### config.mk
export PLATFORM = sky130hd
export DESIGN_NAME = dpll_core
export DESIGN_NICKNAME = d
export VERILOG_FILES = /design/src/rtl/dpll_sync.v /design/src/rtl/dpll_core.v
export VERILOG_INCLUDE_DIRS = /design/src /design/src/rtl
export SDC_FILE = /design/constraint.sdc
export NUM_CORES = 1
export LEC_CHECK = 0
export BUFFER_PORTS_ARGS = -buffer_cell sky130_fd_sc_hd__buf_2
export CORE_ASPECT_RATIO = 0.7
export CORE_MARGIN = 1
export CORE_UTILIZATION = 45
export CTS_CLUSTER_SIZE = 8
export DETAILED_ROUTE_END_ITERATION = 12
export PLACE_DENSITY = 0.74
export SLEW_MARGIN = 20
export SYNTH_ARGS = -nofsm -noshare
export SYNTH_HDL_FRONTEND = slang
export SYNTH_HIERARCHICAL = 1
export SYNTH_SLANG_ARGS = --single-unit
### constraint.sdc
create_clock -name aclk -period 3.85 [get_ports aclk]
set_clock_uncertainty 0.2 [all_clocks]
set_input_delay 0.77 -clock aclk [delete_from_list [all_inputs] [get_ports aclk]]
set_output_delay 0.77 -clock aclk [all_outputs]
set_load 0.1 [all_outputs]
### src/rtl/dpll_regs.vh
/*
 * register map, field positions and reset values of the digital PLL core.
 * assumes the includer works on a 32-bit AXI4-Lite word bus at 50 MHz.
 */
`ifndef DPLL_REGS_VH
`define DPLL_REGS_VH

// ============================================================
// register byte offsets
`define DPLL_CTRL_OFF      4'h0
`define DPLL_STAT_OFF      4'h4
`define DPLL_KCNT_OFF      4'h8
`define DPLL_ADDR_W        4

// ============================================================
// control fields
`define DPLL_CTRL_SEL_LSB  0
`define DPLL_CTRL_SEL_MSB  3
`define DPLL_CTRL_EN_BIT   4
`define DPLL_CTRL_DIR_BIT  5
`define DPLL_CTRL_RST      6'h00

// ============================================================
// status fields
`define DPLL_STAT_XOR_BIT  0
`define DPLL_STAT_EDGE_BIT 1
`define DPLL_STAT_ID_BIT   2
`define DPLL_STAT_CRY_BIT  3
`define DPLL_STAT_BRW_BIT  4

// ============================================================
// modulus counter and bus response codes
`define DPLL_KCNT_W        17
`define DPLL_KMIN_EXP      3
`define DPLL_RESP_OKAY     2'h0
`define DPLL_RESP_SLVERR   2'h2

`endif

### src/rtl/dpll_sync.v
/*
 * two-flop synchroniser, one per external level.
 * assumes inputs are asynchronous to aclk.
 */
`timescale 1ns/10ps

module dpll_sync #(
    parameter W = 1
) (
    // clock and reset
    input  wire         aclk,
    input  wire         aresetn,
    // levels
    input  wire [W-1:0] d,
    output wire [W-1:0] q
);

    reg [W-1:0] meta_r;
    reg [W-1:0] sync_r;

    // ============================================================
    // first flop only feeds second
    always @(posedge aclk) begin
        if (!aresetn) begin
            meta_r <= {W{1'b0}};
            sync_r <= {W{1'b0}};
        end else begin
            meta_r <= d;
            sync_r <= meta_r;
        end
    end

    assign q = sync_r;

endmodule

### src/rtl/dpll_core.v
/*
 * first-order digital PLL core: xor and edge comparators, programmable
 * up/down modulus counter with carry/borrow, increment/decrement stage.
 * assumes phase inputs and the two loop clocks come from pins and are
 * sampled on aclk; both loop clocks must run well below aclk/4.
 * control and status over AXI4-Lite.
 */
`timescale 1ns/10ps
`include "dpll_regs.vh"

// Notes on behaviour
// Select value 0 inhibits the modulus counter, value s gives modulus 2^(s+2), up to 2^17.
// Two independent comparators, xor and edge-controlled, each drive their own output.
// Edge output sets on a falling shared phase edge, clears on a falling own phase edge, ignores rises.
// The modulus counter steps up or down on each rising edge of its clock per the direction input.
// Wrapping while counting up emits a one-cycle carry toward the inc/dec stage.
// Wrapping while counting down emits a one-cycle borrow toward the inc/dec stage.
// Without carry or borrow the inc/dec output toggles at half its clock rate.
// A carry inserts one extra output pulse, a borrow removes one output pulse.
// Counting happens only while the count enable is asserted at the counter clock edge.
module dpll_core (
    // clock and reset
    input  wire        aclk,
    input  wire        aresetn,
    // loop pins
    input  wire        xor_phase_in,
    input  wire        edge_phase_in,
    input  wire        shared_phase_in,
    input  wire        kclk_in,
    input  wire        idclk_in,
    output reg         xor_comparator_out,
    output reg         edge_comparator_out,
    output reg         id_out,
    // axi write address
    input  wire [31:0] s_axi_awaddr,
    input  wire        s_axi_awvalid,
    output reg         s_axi_awready,
    // axi write data
    input  wire [31:0] s_axi_wdata,
    input  wire [3:0]  s_axi_wstrb,
    input  wire        s_axi_wvalid,
    output reg         s_axi_wready,
    // axi write response
    output reg  [1:0]  s_axi_bresp,
    output reg         s_axi_bvalid,
    input  wire        s_axi_bready,
    // axi read
    input  wire [31:0] s_axi_araddr,
    input  wire        s_axi_arvalid,
    output reg         s_axi_arready,
    output reg  [31:0] s_axi_rdata,
    output reg  [1:0]  s_axi_rresp,
    output reg         s_axi_rvalid,
    input  wire        s_axi_rready
);

    localparam KW = `DPLL_KCNT_W;

    // ============================================================
    // pin synchronisers
    wire [4:0] pin_s;
    dpll_sync #(.W(5)) u_sync (
        .aclk    (aclk),
        .aresetn (aresetn),
        .d       ({idclk_in, kclk_in, shared_phase_in, edge_phase_in, xor_phase_in}),
        .q       (pin_s)
    );
    wire xa_s = pin_s[0];
    wire ea_s = pin_s[1];
    wire sb_s = pin_s[2];
    wire kc_s = pin_s[3];
    wire ic_s = pin_s[4];

    reg  [2:0] prev_r;
    wire       ea_fall = prev_r[0] & ~ea_s;
    wire       sb_fall = prev_r[1] & ~sb_s;
    wire       kc_rise = ~prev_r[2] & kc_s;
    reg        ic_prev_r;
    wire       ic_rise = ~ic_prev_r & ic_s;
    wire       ic_fall = ic_prev_r & ~ic_s;

    // ============================================================
    // control register
    reg  [5:0] ctrl_r;
    wire [3:0] sel   = ctrl_r[`DPLL_CTRL_SEL_MSB:`DPLL_CTRL_SEL_LSB];
    wire       en    = ctrl_r[`DPLL_CTRL_EN_BIT];
    wire       dn_sw = ctrl_r[`DPLL_CTRL_DIR_BIT];
    // direction: software bit 1 means down; 0 follows the xor comparator (high = down)
    wire       down  = dn_sw | xor_comparator_out;

    // ============================================================
    // comparators
    always @(posedge aclk) begin
        if (!aresetn) begin
            xor_comparator_out  <= 1'b0;
            edge_comparator_out <= 1'b0;
            prev_r              <= 3'h0;
            ic_prev_r           <= 1'b0;
        end else begin
            prev_r <= {kc_s, sb_s, ea_s};
            ic_prev_r <= ic_s;
            xor_comparator_out <= xa_s ^ sb_s;
            if (sb_fall)
                edge_comparator_out <= 1'b1;
            else if (ea_fall)
                edge_comparator_out <= 1'b0;
        end
    end

    // ============================================================
    // modulus counter
    reg  [KW-1:0] kcnt_r;
    reg  [KW-1:0] kmax;
    reg           carry_r;
    reg           borrow_r;
    always @* begin
        kmax = {KW{1'b0}};
        if (sel != 4'h0)
            // 5-bit shift count: a 4-bit sum wraps to zero for select 14
            kmax = ({{(KW-1){1'b0}}, 1'b1} << ({1'b0, sel} + 5'h02)) - {{(KW-1){1'b0}}, 1'b1};
        if (sel == 4'hF)
            kmax = {KW{1'b1}};
    end

    always @(posedge aclk) begin
        if (!aresetn) begin
            kcnt_r   <= {KW{1'b0}};
            carry_r  <= 1'b0;
            borrow_r <= 1'b0;
        end else begin
            carry_r  <= 1'b0;
            borrow_r <= 1'b0;
            if (sel == 4'h0) begin
                kcnt_r <= {KW{1'b0}};
            end else if (kc_rise && en) begin
                if (!down) begin
                    if (kcnt_r >= kmax) begin
                        kcnt_r  <= {KW{1'b0}};
                        carry_r <= 1'b1;
                    end else begin
                        kcnt_r <= kcnt_r + {{(KW-1){1'b0}}, 1'b1};
                    end
                end else begin
                    if (kcnt_r == {KW{1'b0}} || kcnt_r > kmax) begin
                        kcnt_r   <= kmax;
                        borrow_r <= 1'b1;
                    end else begin
                        kcnt_r <= kcnt_r - {{(KW-1){1'b0}}, 1'b1};
                    end
                end
            end
        end
    end

    // ============================================================
    // increment/decrement stage
    // pending flags held until served; set wins the clear
    // inserted pulse is one aclk wide inside a low half, so the toggle phase is kept
    // limitation: needs the id clock low for two aclk cycles at least
    reg  ins_r;
    reg  del_r;
    reg  ext_r;
    reg  skip_r;
    wire ins_go = ic_fall && ins_r && !id_out && !ext_r;
    wire del_go = ic_rise && del_r && !ins_r && !id_out && !skip_r;
    always @(posedge aclk) begin
        if (!aresetn) begin
            id_out <= 1'b0;
            ins_r  <= 1'b0;
            del_r  <= 1'b0;
            ext_r  <= 1'b0;
            skip_r <= 1'b0;
        end else begin
            ext_r <= ins_go;
            if (ext_r)
                id_out <= 1'b0;
            else if (ins_go)
                id_out <= 1'b1;
            else if (ic_rise && !del_go && !skip_r)
                id_out <= ~id_out;
            // a deleted pulse swallows two toggles: its rise and its fall
            if (ic_rise)
                skip_r <= del_go;
            if (carry_r)
                ins_r <= 1'b1;
            else if (ins_go)
                ins_r <= 1'b0;
            if (borrow_r)
                del_r <= 1'b1;
            else if (del_go)
                del_r <= 1'b0;
        end
    end

    // ============================================================
    // axi4-lite slave
    reg        aw_hold_r;
    reg        w_hold_r;
    reg [3:0]  awa_r;
    reg [31:0] wd_r;
    reg [3:0]  ws_r;
    wire       do_wr = aw_hold_r && w_hold_r && !s_axi_bvalid;
    wire [3:0] ara   = s_axi_araddr[3:0];

    always @(posedge aclk) begin
        if (!aresetn) begin
            s_axi_awready <= 1'b0;
            s_axi_wready  <= 1'b0;
            s_axi_bvalid  <= 1'b0;
            s_axi_bresp   <= `DPLL_RESP_OKAY;
            s_axi_arready <= 1'b0;
            s_axi_rvalid  <= 1'b0;
            s_axi_rdata   <= 32'h0;
            s_axi_rresp   <= `DPLL_RESP_OKAY;
            aw_hold_r     <= 1'b0;
            w_hold_r      <= 1'b0;
            awa_r         <= 4'h0;
            wd_r          <= 32'h0;
            ws_r          <= 4'h0;
            ctrl_r        <= `DPLL_CTRL_RST;
        end else begin
            s_axi_awready <= !aw_hold_r && !s_axi_awready && s_axi_awvalid;
            s_axi_wready  <= !w_hold_r && !s_axi_wready && s_axi_wvalid;
            if (s_axi_awvalid && s_axi_awready) begin
                aw_hold_r <= 1'b1;
                awa_r     <= s_axi_awaddr[3:0];
            end
            if (s_axi_wvalid && s_axi_wready) begin
                w_hold_r <= 1'b1;
                wd_r     <= s_axi_wdata;
                ws_r     <= s_axi_wstrb;
            end
            if (do_wr) begin
                aw_hold_r    <= 1'b0;
                w_hold_r     <= 1'b0;
                s_axi_bvalid <= 1'b1;
                s_axi_bresp  <= `DPLL_RESP_OKAY;
                if (awa_r == `DPLL_CTRL_OFF) begin
                    if (ws_r[0])
                        ctrl_r <= wd_r[5:0];
                end else if (awa_r != `DPLL_STAT_OFF && awa_r != `DPLL_KCNT_OFF) begin
                    s_axi_bresp <= `DPLL_RESP_SLVERR;
                end
            end else if (s_axi_bvalid && s_axi_bready) begin
                s_axi_bvalid <= 1'b0;
            end
            s_axi_arready <= !s_axi_arready && !s_axi_rvalid && s_axi_arvalid;
            if (s_axi_arvalid && s_axi_arready) begin
                s_axi_rvalid <= 1'b1;
                s_axi_rresp  <= `DPLL_RESP_OKAY;
                s_axi_rdata  <= 32'h0;
                case (ara)
                    `DPLL_CTRL_OFF: s_axi_rdata <= {26'h0, ctrl_r};
                    `DPLL_STAT_OFF: s_axi_rdata <= {27'h0, del_r, ins_r, id_out,
                                                    edge_comparator_out, xor_comparator_out};
                    `DPLL_KCNT_OFF: s_axi_rdata <= {15'h0, kcnt_r};
                    default:        s_axi_rresp <= `DPLL_RESP_SLVERR;
                endcase
            end else if (s_axi_rvalid && s_axi_rready) begin
                s_axi_rvalid <= 1'b0;
            end
        end
    end

endmodule

; Yosys cells after proc, flatten, opt, wreduce, memory -nomap -nowiden
; Index checks and enable logic that the tools add are counted.
[totals]
reg_bits = 100
input_bits = 112
out_inout_bits = 44
word_cells = 134
[op_classes]
add_sub_neg = 4
order_cmp = 2
eq_ne = 5
n_shift = 1
muxes = 23
bitwise = 16
reduce_logical = 55
[ops]
columns = cell, count
row1 = 2-to-1 mux 17 bit, 5
row2 = case mux 17 bit (3 select lines), 1
row3 = subtractor 17 x 1 -> 17 bit (second input constant), 2
row4 = logical AND 1 bit, 24
row5 = adder 17 x 1 -> 17 bit (second input constant), 1
row6 = >= comparator 17 bit, 1
row7 = > comparator 17 bit, 1
row8 = zero test 17 bit, 1
row9 = left shift 1 x 5 -> 17 bit (first input constant), 1
row10 = 2-to-1 mux 1 bit, 14
row11 = zero test 1 bit, 12
row12 = zero test 4 bit, 3
row13 = nonzero test 2 bit, 6
row14 = inverter 1 bit, 9
row15 = == test 4 bit (second input constant), 2
row16 = OR reduction 4 bit, 2
row17 = 2-to-1 mux 2 bit, 3
row18 = OR reduction 2 bit, 3
row19 = adder 4 x 2 -> 5 bit (second input constant), 1
row20 = AND 1 bit, 5
row21 = == test 4 x 3 -> 1 bit (second input constant), 1
row22 = != test 4 x 3 -> 1 bit (second input constant), 1
row23 = != test 4 bit (second input constant), 1
row24 = nonzero test 4 bit, 1
row25 = 5 further kinds, 5

; Longest topological paths before layout
[depth]
depth_word = 11
ltp_mapped = 20
ltp_nobuf = 17

; By module
; Netlist, hierarchy kept.
[modules_own_cells]
columns = mod, n_inst, cells_each, area_each_um2, seq_area_each_um2
row1 = dpll_core, 1, 605, 4799.6, 1461.4
row2 = dpll_sync, 1, 20, 262.8, 200.2

; Worst setup path after synthesis
; No wires, ideal clock.
[synth_path]
path_type = reg2reg
startpoint = register ctrl_r[2]
endpoint = register kcnt_r[5]
setup_time_ps = 122
t_arrival_ps = 3858
required_time_ps = 3528
path_slack_ps = -330
path_stages_with_launch = 19
path_buffers = 2
period_less_slack_ps = 4180
cell_sequence = dfxtp_1 > ha_1 > nor2b_1 > nand4_1 > ha_1 > clkbuf_1 > inv_1 > a21oi_1 > o221a_2 > o21ai_0 > ha_1 > and3_1 > a211oi_1 > a211oi_1 > nand3b_1 > a21oi_1 > buf_6 > mux2i_1 > a221o_1
[synth_via]
elab_chain_cells = 9
elab_cells_between_ends = 15
cone_classes = 2 x add/sub / 2 x order compare / 1 x eq/ne / 1 x shift / 5 x mux / 4 x reduce/logical
[synth_lines]
columns = element, line
row1 = "start, declared", dpll_core.v:84  ; reg [5:0] ctrl_r;
row2 = "start signal, assigned", dpll_core.v:220  ; ctrl_r <= `DPLL_CTRL_RST;
row3 = "start signal, assigned", dpll_core.v:240  ; ctrl_r <= wd_r[5:0];
row4 = adder 4 x 2 -> 5 bit, dpll_core.v:120  ; kmax = ({{(KW-1){1'b0}}, 1'b1} << ({1'b0, sel} + 5'h02)) - {{(KW-1){1'b0}}, 1'b1};
row5 = left shift 1 x 5 -> 17 bit, dpll_core.v:120
row6 = subtractor 17 x 1 -> 17 bit, dpll_core.v:120
row7 = 2-to-1 mux 17 bit, dpll_core.v:118  ; if (sel != 4'h0)
row8 = 2-to-1 mux 17 bit, dpll_core.v:121  ; if (sel == 4'hF)
row9 = > comparator 17 bit, dpll_core.v:144  ; if (kcnt_r == {KW{1'b0}} || kcnt_r > kmax) begin
row10 = logical OR 1 bit, dpll_core.v:144
row11 = 2-to-1 mux 17 bit, dpll_core.v:144
row12 = 2-to-1 mux 17 bit, dpll_core.v:136  ; if (!down) begin
row13 = "end signal, assigned", dpll_core.v:138  ; kcnt_r <= {KW{1'b0}};
row14 = "end signal, assigned", dpll_core.v:145  ; kcnt_r <= kmax;
row15 = "end signal, assigned", dpll_core.v:148  ; kcnt_r <= kcnt_r - {{(KW-1){1'b0}}, 1'b1};
row16 = "end, declared", dpll_core.v:112  ; reg [KW-1:0] kcnt_r;
; Several ways; a longest one is shown, not always the timed one.
; A chain may end at the register's enable or synchronous reset.

; Final worst setup path
[layout_path]
startpoint = register ctrl_r[2]
endpoint = register kcnt_r[2]
; The elaborated chain is that of the path after synthesis.

==> metrics.yaml <==
status: "finished, violations left"
violations: "negative setup slack"
grtUsageTotal: 0.2784
sequentialPowerShare: 0.415
hold_violations: 0
p_clk_frac: 0.424
dp_slack_ns: -0.6446
clock_latency_ns: 0.34
grt_overflow: 0
ys_types: 70
io_buffers: 53
synth_fa_ha_area_frac: 0.05190
firstDrtPassIters: 5
synthXorXnorAreaFrac: 0.03435
insertedDiodeCount: 0
async_flop_share: 0
synth_compound_area_frac: 0.2111
synth-simple-area-share: 0.2504
seq_area_frac_synth: 0.3282
criticalPathCategory: "flop to flop"
p_leak_uw: 0.002900
wl_per_cell_um: 18.50
rsz0062_at_grt: "true"
worstMarginPinSlew_ns: 0.8052
syn_inst: 625
slew_viol_final: 0
dp_hpwl_um: 10820
setup_viol: 18
ir_drop_mv: 0.2866
cp_max_fo: 8
wl_um: 16780
dpl_cell_area_um2: 5909
die_h_um: 90.74
synth.area.top_cells: "dfxtp_1 33%, ha_1 5.2%, nand2_1 4.9%, a21oi_1 4.6%, nor2_1 4.4%"
worstPathArrival_ns: 4.27
die-area_um2: 11680
cts_tree: "yes"
ant_nets: 0
p_per_area_nw_per_um2: 309.3
cp.required_ns: 3.90
nNetsFinal: 887
finish.utilization: 0.6556
yosysMostFrequentCell: "dfxtp_1"
synth_commonest_cells: "83 x dfxtp_1, 66 x nand2_1, 60 x nor2_1"
fmax_mhz: 237.0
post-route-min-period_ns: 4.220
power.share.switching: 0.2968
synth.ff_latch_count: 83
grt_pass1_vias: 5031
viasPerCell: 5.964
cts.sinks: 83
fp.dieW_um: 128.8
total_power_uw: 2155
core_area_um2: 10630
synthMuxAreaShare: 0.04523
synth_area_um2: 5062
gp_congestion: 0.9110
drive_gt1_frac: 0.3518
maxSlewHeadroom: 0.4612
cts.path.max_buffers: 2
antenna_found_initial: 0
holdBufCountCts: 0
cp-start-kind: "flop"
drcViolationCount: 0
rows: 31
synth-edff-count: 0
vias: 5409
yosysTopAreaCellShare: 0.3282
grt_pass1_wl_um: 25540
ys.flop_type: "dfxtp_1"
finalCritPeriodShare: 1.096
numCtsBuffers: 9
syn2layout_area_growth_pct: 37.64
synth_top_family_by_area: "simple AND/OR/NAND/NOR gates"
design_area_um2: 6968
start_util: 0.4763
cts.htree.levels: 3
p_comb_frac: 0.161
hp-class: "flop to flop"
cap_violations: 0
drt-initial-drc-count: 457
dp.cells: 869
fin_ws_ns: -0.3703
cp-end-kind: "flop"
synth_top_cell_by_area: "dfxtp_1"
path_clk_slew_ns: 0.07
grt_max_degree: 49
ios: 156
power.switching_uw: 639.8
final_cells: 907
synth.avg_cell_area_um2: 8.100
clock-root-buffer: "clkbuf_16"
yosysWarnings: 6
internal-power_uw: 1515
-- worst max-delay path, cell delays in order (launching register included) --
cell and delay [ns]:
dfxtp_4 0.36, ha_4 0.28, nor2b_4 0.04, nand4_1 0.17
ha_4 0.26, nand2_4 0.07, o31a_1 0.24, o221a_4 0.23
o21ai_4 0.22, ha_4 0.26, buf_6 0.12, a211oi_4 0.32
a211oi_2 0.12, nand3b_1 0.27, buf_4 0.21, a21o_4 0.24
a221o_1 0.38, o211ai_1 0.12
-- metal layers --
| metal | track usage | wire (um) | up-vias |
|---|---|---|---|
| li1 | - | - | 2476 |
| met1 | 0.3751 | 7245 | 2595 |
| met2 | 0.4315 | 7654 | 278 |
| met3 | 0.05391 | 1374 | 60 |
| met4 | 0.1157 | 510 | 0 |
| met5 | 0 | 0 | - |
-- cells in the final DEF (no fill, tap or decap), drive strengths merged, types with 15 or more instances in the layout --
master	count
nand3	23
nor2	61
o21ai	34
nand2	67
buf	158
nor3	20
inv	18
conb	17
a22oi	23
ha	21
and2	16
mux2i	15
a21oi	47
dfxtp	83
-- through the flow --
step / hold slack (ns) / TNS (ns)
after floorplan: 0.1997 / 0
after global placement: 0.2107 / -6.891
after detailed placement: 0.2105 / -9.472
after CTS: 0.2255 / -1.709
after global routing: 0.2452 / -6.053
final: 0.2317 / -4.891
-- what timing repair did --
item | in CTS | in global routing
cloned | 0 | 1
endpoints found under the setup margin | 19 | 19
pin swaps | 31 | 23
resized for setup | 57 | 58
buffers inserted | 15 | 10
-- cell type report --
cell class              count  area, um2
multi-input cells         487       3595
flip-flops and latches     83       1668
fillers                   811       3660
clock inverters             7      93.84
well taps                 148      185.2
inverters                  14      57.56
clock buffers               9      225.2
repair buffers            159       1144
-- power by group through the flow --
stage	registers, uW	clock network (uW)	logic (uW)
2_1_floorplan	937	0	201
3_3_place_gp	912	0	281
3_5_place_dp	913	0	287
4_1_cts	893	917	309
5_1_grt	896	951	362
6_report	895	914	347
-- state kept, by name, summed over array words and instances, names as in the netlist, 3 cells and up --
name           cells
prev_r             3
s_axi_rdata       17
u_sync/q           5
wd_r               6
ctrl_r             6
u_sync/meta_r      5
awa_r              4
kcnt_r            17
-- logic make-up after synthesis --
group           Yosys count
simple gates            247
compound gates          162
flops                    83
buf+inv                  71
fa+ha+maj                21
mux                      21
xor+xnor                 19
other cells               1
-- path summary, 6_finish.rpt --
path	startpoint	to	slack [ns]	cells past startpoint
worst max-delay path	ctrl_r[2]$_SDFFE_PN0P_	kcnt_r[2]$_SDFFE_PP0P_	-0.37	17
worst min register to register	u_sync/meta_r[0]$_SDFF_PN0_	u_sync/q[0]$_SDFF_PN0_	0.23	1
worst min-delay path	u_sync/meta_r[0]$_SDFF_PN0_	u_sync/q[0]$_SDFF_PN0_	0.23	1
worst max register to register	ctrl_r[2]$_SDFFE_PN0P_	kcnt_r[2]$_SDFFE_PP0P_	-0.37	17
Power figures use the tool's default switching activity.
